<file path="src/sps_defines.vh">
`ifndef SPS_DEFINES_VH
`define SPS_DEFINES_VH

// Number of cascaded stages
`define SPS_STAGES     8
// Value every stage takes on clear or reset
`define SPS_CLR_WORD   8'h00
`define SPS_CLR_BIT    1'b0
// Buffer occupancy codes
`define SPS_CNT_EMPTY  2'h0
`define SPS_CNT_ONE    2'h1
`define SPS_CNT_FULL   2'h2

`endif

</file>
<file path="src/sps_shift_reg.v">
// Operation
// - Eight cascaded stages, each with parallel output
// - Apart from clear, stages change only on clock rising edge
// - Either gated input low loads zero
// - Both gated inputs high load a one
// - Each later stage takes its predecessor's value
// - Clear low forces all stages low immediately
// - No rising edge means stages hold
// - Serial inputs sampled only at rising edge
`timescale 1ns/1ns
`include "sps_defines.vh"

module sps_shift_reg #(
   parameter WIDTH = `SPS_STAGES
) (
   input  wire             CLK,
   input  wire             RST,
   input  wire             CLEAR_N,
   input  wire             SHIFT_CLK,
   input  wire             SER_A,
   input  wire             SER_B,
   output wire [WIDTH-1:0] STAGE_OUT,
   output wire             SHIFT_READY,
   output wire [WIDTH-1:0] WORD_DATA,
   output wire             WORD_VALID,
   input  wire             WORD_READY
);

   // The stages follow the shift clock pin, sampled on CLK, so the fastest
   // shift is one every two CLK cycles.
   // Clear acts at once and without CLK; reset acts only on a CLK edge.
   // Every shift pushes the new parallel word into the buffer. Upstream
   // must hold the shift clock low while SHIFT_READY is low: a shift then
   // still moves the stages, but its word is dropped.
   // Clear leaves the buffer as it is, so words taken before a clear can
   // still be read afterwards.

   wire [WIDTH-1:0] stage_q;
   wire             shift_clk_q;
   wire             ready_q;
   wire             rise;
   wire             gated_bit;
   wire [WIDTH-1:0] shifted;
   wire             push;

   // Previous level of the shift clock pin; a pulse shorter than one
   // CLK period is not seen, which bounds the shift rate
   sps_edge u_edge (
      .clk   (CLK),
      .rst   (RST),
      .pin   (SHIFT_CLK),
      .pin_q (shift_clk_q)
   );

   assign rise      = SHIFT_CLK & ~shift_clk_q;
   // A low on either serial input forces a zero into the first stage
   assign gated_bit = SER_A & SER_B;
   assign shifted   = {stage_q[WIDTH-2:0], gated_bit};
   // Nothing is buffered under clear, so the word matches the stages
   assign push      = rise & ready_q & CLEAR_N;

   assign STAGE_OUT   = stage_q;
   assign SHIFT_READY = ready_q;

   genvar i;

   // Stage zero takes the gated bit, each later stage its neighbour
   generate
      for (i = 0; i < WIDTH; i = i + 1)
      begin : g_stage
         sps_stage u_stage (
            .clk     (CLK),
            .rst     (RST),
            .clear_n (CLEAR_N),
            .load    (rise),
            .d       (shifted[i]),
            .q       (stage_q[i])
         );
      end
   endgenerate

   // Parallel words wait here while the consumer stalls,
   // and leave in the order they were shifted
   sps_pair_buf #(
      .WIDTH (WIDTH)
   ) u_buf (
      .clk        (CLK),
      .rst        (RST),
      .push       (push),
      .push_data  (shifted),
      .push_ready (ready_q),
      .pop_data   (WORD_DATA),
      .pop_valid  (WORD_VALID),
      .pop_ready  (WORD_READY)
   );

endmodule // sps_shift_reg

// Registered copy of a pin level for edge detection
// The pin is taken as synchronous to CLK, so no synchroniser stands here
module sps_edge (
   input  wire clk,
   input  wire rst,
   input  wire pin,
   output wire pin_q
);

   reg sample_q;

   assign pin_q = sample_q;

   // Idle level after reset is low, so no false edge follows reset
   always @(posedge clk)
   begin
      if (rst)
         sample_q <= `SPS_CLR_BIT;
      else
         sample_q <= pin;
   end

endmodule // sps_edge

// One storage stage of the chain
// Reset is synchronous; clear is the only asynchronous control
module sps_stage #(
   parameter CLR_VALUE = `SPS_CLR_BIT
) (
   input  wire clk,
   input  wire rst,
   input  wire clear_n,
   input  wire load,
   input  wire d,
   output wire q
);

   reg bit_q;

   assign q = bit_q;

   // Clear acts without the clock and wins over reset and load
   always @(posedge clk or negedge clear_n)
   begin
      if (!clear_n)
         bit_q <= CLR_VALUE;
      else if (rst)
         bit_q <= CLR_VALUE;
      else if (load)
         bit_q <= d;
      else
         bit_q <= bit_q;
   end

endmodule // sps_stage

// Two-entry first-in first-out buffer; a push and a pop may share an edge
// count_q holds the number of stored words; head_q is always the
// oldest one and tail_q the younger one when two are held
module sps_pair_buf #(
   parameter WIDTH = `SPS_STAGES
) (
   input  wire             clk,
   input  wire             rst,
   input  wire             push,
   input  wire [WIDTH-1:0] push_data,
   output wire             push_ready,
   output wire [WIDTH-1:0] pop_data,
   output wire             pop_valid,
   input  wire             pop_ready
);

   reg  [WIDTH-1:0] head_q;
   reg  [WIDTH-1:0] tail_q;
   reg  [1:0]       count_q;
   reg  [1:0]       count_d;
   reg              valid_q;
   reg              ready_q;

   wire             pop;

   assign pop        = valid_q & pop_ready;
   assign push_ready = ready_q;
   assign pop_data   = head_q;
   assign pop_valid  = valid_q;

   // Next occupancy from this edge's push and pop
   always @*
   begin
      count_d = count_q;
      if (push && !pop)
         count_d = count_q + 2'h1;
      else if (pop && !push)
         count_d = count_q - 2'h1;
   end

   // Flags are registered from the next count so they leave a flip-flop
   always @(posedge clk)
   begin
      if (rst)
      begin
         head_q  <= {WIDTH{`SPS_CLR_BIT}};
         tail_q  <= {WIDTH{`SPS_CLR_BIT}};
         count_q <= `SPS_CNT_EMPTY;
         valid_q <= 1'b0;
         ready_q <= 1'b1;
      end
      else
      begin
         count_q <= count_d;
         valid_q <= (count_d != `SPS_CNT_EMPTY);
         ready_q <= (count_d != `SPS_CNT_FULL);
         if (push && (count_q == `SPS_CNT_EMPTY ||
                      (count_q == `SPS_CNT_ONE && pop)))
            head_q <= push_data;
         else if (pop && count_q == `SPS_CNT_FULL)
            head_q <= tail_q;
         if (push && ((count_q == `SPS_CNT_ONE && !pop) ||
                      (count_q == `SPS_CNT_FULL && pop)))
            tail_q <= push_data;
      end
   end

endmodule // sps_pair_buf

</file>
<file path="config.mk">
export PLATFORM = sky130hd
export DESIGN_NAME = sps_shift_reg
export DESIGN_NICKNAME = d
export VERILOG_FILES = /design/src/sps_shift_reg.v
export VERILOG_INCLUDE_DIRS = /design/src
export SDC_FILE = /design/constraint.sdc
export NUM_CORES = 1
export LEC_CHECK = 0
export BUFFER_PORTS_ARGS = -buffer_cell sky130_fd_sc_hd__clkbuf_2
export CAP_MARGIN = 40
export CORE_AREA = 2 2 71 73
export DETAILED_ROUTE_END_ITERATION = 12
export DIE_AREA = 0 0 73 75
export GPL_TIMING_DRIVEN = 0
export PLACE_DENSITY = 0.46
export SETUP_SLACK_MARGIN = 0.15
export SYNTH_ARGS = -nofsm -noshare
export SYNTH_HDL_FRONTEND = slang
export SYNTH_SLANG_ARGS = --single-unit
</file>
<file path="constraint.sdc">
create_clock -name CLK -period 4.5 [get_ports CLK]
set_input_delay 0.9 -clock CLK [delete_from_list [all_inputs] [get_ports CLK]]
set_output_delay 0.9 -clock CLK [all_outputs]
set_load 0.005 [all_outputs]
</file>
== Yosys cells after proc, flatten, opt, wreduce, memory -nomap -nowiden ==
Cells that the tools add are included.

* Bits in registers: 29
* Input port bits: 7
* Output and inout port bits: 18
* Word-level logic and storage cells: 60

* $add $sub $neg: 2
* Eq/ne operators: 3
* Mux-type cells: 20
* Bitwise logic cells: 6
* Reduce and logical (&&, ||, !) cells: 15

{| class="wikitable"
|+ Operators with widths
! cell !! number
|-
| 2-to-1 mux 1 bit || 16
|-
| 2-to-1 mux 8 bit || 2
|-
| logical AND 1 bit || 7
|-
| nonzero test 2 bit || 3
|-
| AND 1 bit || 5
|-
| 2-to-1 mux 2 bit || 2
|-
| adder 2 x 1 -> 2 bit, second input constant || 1
|-
| == test 2 x 1 -> 1 bit, second input constant || 1
|-
| == test 2 bit, second input constant || 1
|-
| logical NOT 1 bit || 2
|-
| logical NOT 2 bit || 1
|-
| logical OR 1 bit || 2
|-
| != test 2 bit, second input constant || 1
|-
| subtractor 2 x 1 -> 2 bit, second input constant || 1
|-
| NOT 1 bit || 1
|}

== Depth between registers and ports, before layout ==
* Word-level depth: 9
* Gate-level depth with buffers: 7
* Depth with buffers taken out: 6

== Cells and area by module ==
From an unflattened synthesis, not the netlist that was laid out.

* Cell total of the unflattened synthesis: 140
* Area total of the unflattened synthesis: 1421.4 um2

{| class="wikitable"
|+ Modules (own cells, without submodules)
! module !! times used !! cells each !! area each (um2) !! sequential area each (um2)
|-
| sps_pair_buf || 1 || 111 || 1052.3 || 400.4
|-
| sps_stage || 8 || 3 || 38.8 || 25.0
|-
| sps_edge || 1 || 2 || 33.8 || 20.0
|-
| sps_shift_reg || 1 || 3 || 25.0 || 0.0
|}

== Least setup slack after synthesis ==
No wires, ideal clock.

* Path type: input to register
* Start: input port SHIFT_CLK
* End: register u_buf.ready_q (netlist: u_buf.push_ready)
* Arrival time: 1706 ps
* Path slack: 2666 ps
* Cell stages on the path: 5
* Path through: and4b_1 > buf_6 > or3_1 > o21ai_0 > a31oi_1

* Word-level cells in the longest chain between the ends: 8

{| class="wikitable"
|+ RTL lines
! item !! line !! RTL
|-
| start, declared || sps_shift_reg.v:19 || <nowiki>input wire SHIFT_CLK,</nowiki>
|-
| AND 1 bit * || sps_shift_reg.v:55 || <nowiki>assign rise = SHIFT_CLK & ~shift_clk_q;</nowiki>
|-
| AND 1 bit * (2 in a row) || sps_shift_reg.v:60 || <nowiki>assign push = rise & ready_q & CLEAR_N;</nowiki>
|-
| logical NOT 1 bit || sps_shift_reg.v:191 || <nowiki>else if (pop && !push)</nowiki>
|-
| logical AND 1 bit || sps_shift_reg.v:191 ||
|-
| 2-to-1 mux 2 bit || sps_shift_reg.v:191 ||
|-
| 2-to-1 mux 2 bit * || sps_shift_reg.v:189 || <nowiki>if (push && !pop)</nowiki>
|-
| != test 2 bit (no source line) * || n/a ||
|-
| end signal, assigned || sps_shift_reg.v:210 || <nowiki>ready_q <= (count_d != `SPS_CNT_FULL);</nowiki>
|-
| end, declared || sps_shift_reg.v:176 || <nowiki>reg ready_q;</nowiki>
|}

Every way passes the cells marked *; elsewhere a longest branch is shown, timed or not.
A chain may end at the register's enable or synchronous reset.

== Worst setup path after layout ==
* Start: register u_buf.count_q[0]
* End: register u_buf.tail_q[3]

* Word-level cells in the longest chain between the ends: 4

{| class="wikitable"
|+ RTL lines
! item !! line !! RTL
|-
| start, declared || sps_shift_reg.v:173 || <nowiki>reg [1:0] count_q;</nowiki>
|-
| start signal, assigned || sps_shift_reg.v:202 || <nowiki>count_q <= `SPS_CNT_EMPTY;</nowiki>
|-
| start signal, assigned || sps_shift_reg.v:208 || <nowiki>count_q <= count_d;</nowiki>
|-
| == test 2 x 1 -> 1 bit (no source line) or == test 2 bit (tied branches) || n/a ||
|-
| logical AND 1 bit (on tied branches) || sps_shift_reg.v:216, sps_shift_reg.v:217 ||
|-
| logical OR 1 bit * || sps_shift_reg.v:216 || <nowiki>if (push && ((count_q == `SPS_CNT_ONE && !pop) ||</nowiki>
|-
| logical AND 1 bit * || sps_shift_reg.v:216 ||
|-
| end signal, assigned || sps_shift_reg.v:201 || <nowiki>tail_q <= {WIDTH{`SPS_CLR_BIT}};</nowiki>
|-
| end signal, assigned || sps_shift_reg.v:218 || <nowiki>tail_q <= push_data;</nowiki>
|-
| end, declared || sps_shift_reg.v:172 || <nowiki>reg [WIDTH-1:0] tail_q;</nowiki>
|}

Marked as above.

==> flow_metrics.py <==
metrics = {
    "sta": {
        "max_clock_freq_ghz": 0.531,
        "grt_setup_unrepaired": "no",
        "max_slew_margin": 0.666,
        "setup_viol": 0,
        "setup_tns_ns": 0,
        "hold_viol": 0,
        "skew_ns": 0.00577,
        "worst_slack_ns": 2.62,
        "hold_ws_ns": 0.456,
        "worst_slew_pin_slew_ns": 0.501,
        "post-route-period-util": 0.418,
        "period_needed_ns": 1.88,
        "final_max_slew_viol_count": 0,
    },
    "route": {
        "vias_per_cell": 4.75,
        "wire_per_inst_microns": 12.8,
        "drt_iter0_drc": 31,
        "num_vias": 1083,
        "drc_errors": 0,
        "ant_nets": 0,
        "drt_wl_total_microns": 2910,
        "dr.pass1.iters": 4,
    },
    "global_route": {
        "grt_use_total": 0.120,
        "antenna_found_initial": 0,
        "overflow": 0,
        "grt_max_degree": 11,
        "first_global_vias": 1024,
        "grt_pass1_wl_microns": 4810,
    },
    "cts": {
        "cts_buffers": 5,
        "htreeDepth": 2,
        "cts_hold_buf": 0,
        "cts.clk_slew.worst_paths_ns": 0.06,
        "post_cts_resize_count": 0,
        "cts_sinks": 29,
        "clk_root_buffer_cell": "clkbuf_8",
        "clockBufferDepth": 2,
        "postCtsSetupBuffers": 0,
        "cts_tree": "built",
        "insertion_delay_ns": 0.28,
    },
    "power_and_ir_drop": {
        "p_leak_nw": 0.814,
        "intPower_w": 0.000522,
        "total_power_w": 0.000716,
        "p_clk_frac": 0.388,
        "p_per_area_mw_per_mm2": 427,
        "seqPwrFrac": 0.416,
        "p_comb_frac": 0.195,
        "p_sw_w": 0.000193,
        "swShare": 0.270,
        "vdd_drop_max_mv": 0.132,
    },
    "synthesis": {
        "ys_types": 29,
        "ys_seq_area_frac": 0.453,
        "synth_cells": 142,
        "yosys_warnings": 0,
        "synth_compound_area_frac": 0.141,
        "ys.flop_type": "dfxtp_1",
        "ys_ff_latch": 29,
        "synth_top_family_by_area": "simple AND/OR/NAND/NOR gates",
        "async_flop_share": 0.276,
        "synth_edf_count": 0,
        "yosys-mux-area-fraction": 0.124,
        "synth_xor_area_frac": 0.0119,
        "synth_nets": 152,
        "synthesis.area_sq_mm": 0.00137,
        "yosys.area_share.simple": 0.153,
        "synthAdderAreaFrac": 0.0274,
        "avgSynthCellArea_sq_um": 9.65,
    },
    "hold_path": {
        "min-delay-path-class": "primary input to asynchronous set/reset pin",
    },
    "setup_path": {
        "end_kind": "flop",
        "path_cells": "inv_1 > ha_1 > and3_1 > buf_6 > o21ai_4 > mux2i_1 > nor2_1",
        "crit_arrival_ns": 2.04,
        "crit_family": "flip-flops",
        "worstPathMaxFanout": 8,
        "path_buf_inv": 2,
        "critPathLaunchType": "flop",
        "worst-setup-path-type": "flop to flop",
        "cp.required_ns": 4.65,
        "cpMaxStageDelayCell": "dfxtp_1",
        "slowest_delay_ns": 0.45,
    },
    "final_layout": {
        "nNetsFinal": 183,
        "syn2layout_area_growth_pct": 22.2,
        "fin_area_sq_mm": 0.00167,
        "drive_above_1_share": 0.264,
        "diodes": 0,
    },
    "outcome": {
        "status": "finished, final reports clean",
    },
    "floorplan": {
        "fp.dieW_microns": 73,
        "num_rows": 25,
        "die_y_microns": 75,
        "core-area_sq_mm": 0.00466,
        "die-area_sq_mm": 0.00548,
        "io_pins": 25,
        "initial_utilization": 0.294,
    },
    "placed_design": {
        "place.gp.congestion": 0.731,
        "placed_area_sq_mm": 0.00156,
        "pre_cts_slack_ns": 2.31,
        "port_buffers": 24,
        "hpwl_microns": 2150,
    },
    "run": {
        "cap_violations": 0,
    },
}
synthesized netlist by cell type, types with 2 or more instances:
master    number  area (sq um)
nor2b_1        2          12.5
o21ai_4        2          32.5
nand2_1       16          60.1
nor2_1        18          67.6
nor3_1         2          10.0
o21ai_0        3          15.0
buf_4          8          60.1
mux2i_1       17           170
dfrtp_1        8           200
and3_1         2          12.5
clkbuf_1       4          15.0
inv_1          4          15.0
and2_1         2          12.5
a211oi_1       8          60.1
ha_1           3          37.5
dfxtp_1       21           420
a21oi_1        8          40.0
buf_6          3          33.8
cell type report:
type | count | area [sq um]
Tap cell | 54 | 67.6
Timing Repair Buffer | 24 | 120
Inverter | 4 | 15.0
Fill cell | 474 | 2990
Clock buffer | 7 | 86.3
Clock inverter | 1 | 30.0
Buffer | 15 | 109
Sequential cell | 29 | 621
Multi-Input combinational cell | 94 | 626
state kept, by name, indices dropped and copies added, names as in the netlist:
| signal | flops |
|---|---|
| g_stage.u_stage.q | 8 |
| u_buf.pop_data | 8 |
| u_buf.tail_q | 8 |
| u_buf.count_q | 2 |
| u_buf.pop_valid | 1 |
| u_buf.push_ready | 1 |
| u_edge.pin_q | 1 |
routing by layer:
layer | vias to the layer above | part of all wire | wire (microns) | track usage
met3 | 6 | 0.044 | 129 | 0.0375
met2 | 23 | 0.47 | 1360 | 0.186
met4 | 0 | 0.023 | 68 | 0.0679
met5 | - | 0 | 0 | 0
li1 | 541 | - | - | -
met1 | 513 | 0.46 | 1350 | 0.148
power groups by stage:
stage	clock, W	sequential [W]	combinational, W
final	0.000278	0.000298	0.000140
after global routing	0.000298	0.000302	0.000158
after CTS	0.000284	0.000298	0.000143
after detailed placement	0	0.000303	0.000143
after global placement	0	0.000303	0.000138
after floorplan	0	0.000302	0.0000981
cell families after synthesis:
kind of cell | Yosys count
AO/OA/AOI/OAI | 26
multiplexers | 17
buffers and inverters | 19
XOR/XNOR | 1
flip-flops | 29
adder cells (fa/ha/maj) | 3
AND/OR/NAND/NOR | 47
path summary, 6_finish.rpt:
check | from | endpoint | slack [ns] | depth (start not counted)
max | u_buf.count_q[0]$_SDFF_PP0_ | u_buf.tail_q[3]$_SDFFE_PP0P_ | 2.62 | 7
min | CLEAR_N | g_stage[6].u_stage.q$_DFFE_PN0P_ | 0.46 | 1
max reg2reg | u_buf.count_q[0]$_SDFF_PP0_ | u_buf.tail_q[3]$_SDFFE_PP0P_ | 2.62 | 7
min reg2reg | u_buf.tail_q[4]$_SDFFE_PP0P_ | u_buf.tail_q[4]$_SDFFE_PP0P_ | 0.50 | 2
max in group asynchronous | CLEAR_N | g_stage[1].u_stage.q$_DFFE_PN0P_ | 3.86 | 1
min in group CLK | u_buf.tail_q[4]$_SDFFE_PP0P_ | u_buf.tail_q[4]$_SDFFE_PP0P_ | 0.50 | 2
cell usage in the layout, fill, tap and decap left out, drive strengths merged:
| cell | Yosys | final |
|---|---|---|
| dfxtp | 21 | 21 |
| xnor2 | 1 | 1 |
| a221oi | 1 | 1 |
| a21boi | 1 | 1 |
| or3 | 1 | 1 |
| and4b | 1 | 1 |
| o21ai | 5 | 5 |
| a21oi | 8 | 8 |
| o21bai | 1 | 1 |
| clkbuf | 4 | 35 |
| a31oi | 1 | 1 |
| nand2 | 16 | 16 |
| nor2 | 18 | 18 |
| inv | 4 | 4 |
| a211oi | 8 | 8 |
| a311oi | 1 | 1 |
| bufinv | 0 | 1 |
| and2 | 2 | 2 |
| nand3 | 1 | 1 |
| buf | 11 | 11 |
| nor3 | 2 | 2 |
| ha | 3 | 3 |
| nand2b | 1 | 1 |
| mux2i | 17 | 17 |
| dfrtp | 8 | 8 |
| nor4 | 1 | 1 |
| and3 | 2 | 2 |
| nor2b | 2 | 2 |
per-stage QoR:
| stage | instances | util |
|---|---|---|
| after global placement | 220 | 0.334 |
| after global routing | 228 | 0.359 |
| final | 228 | 0.359 |
| after floorplan | 142 | - |
| after CTS | 228 | 0.359 |
| after detailed placement | 220 | 0.334 |
(Power assumes the default switching activity.)
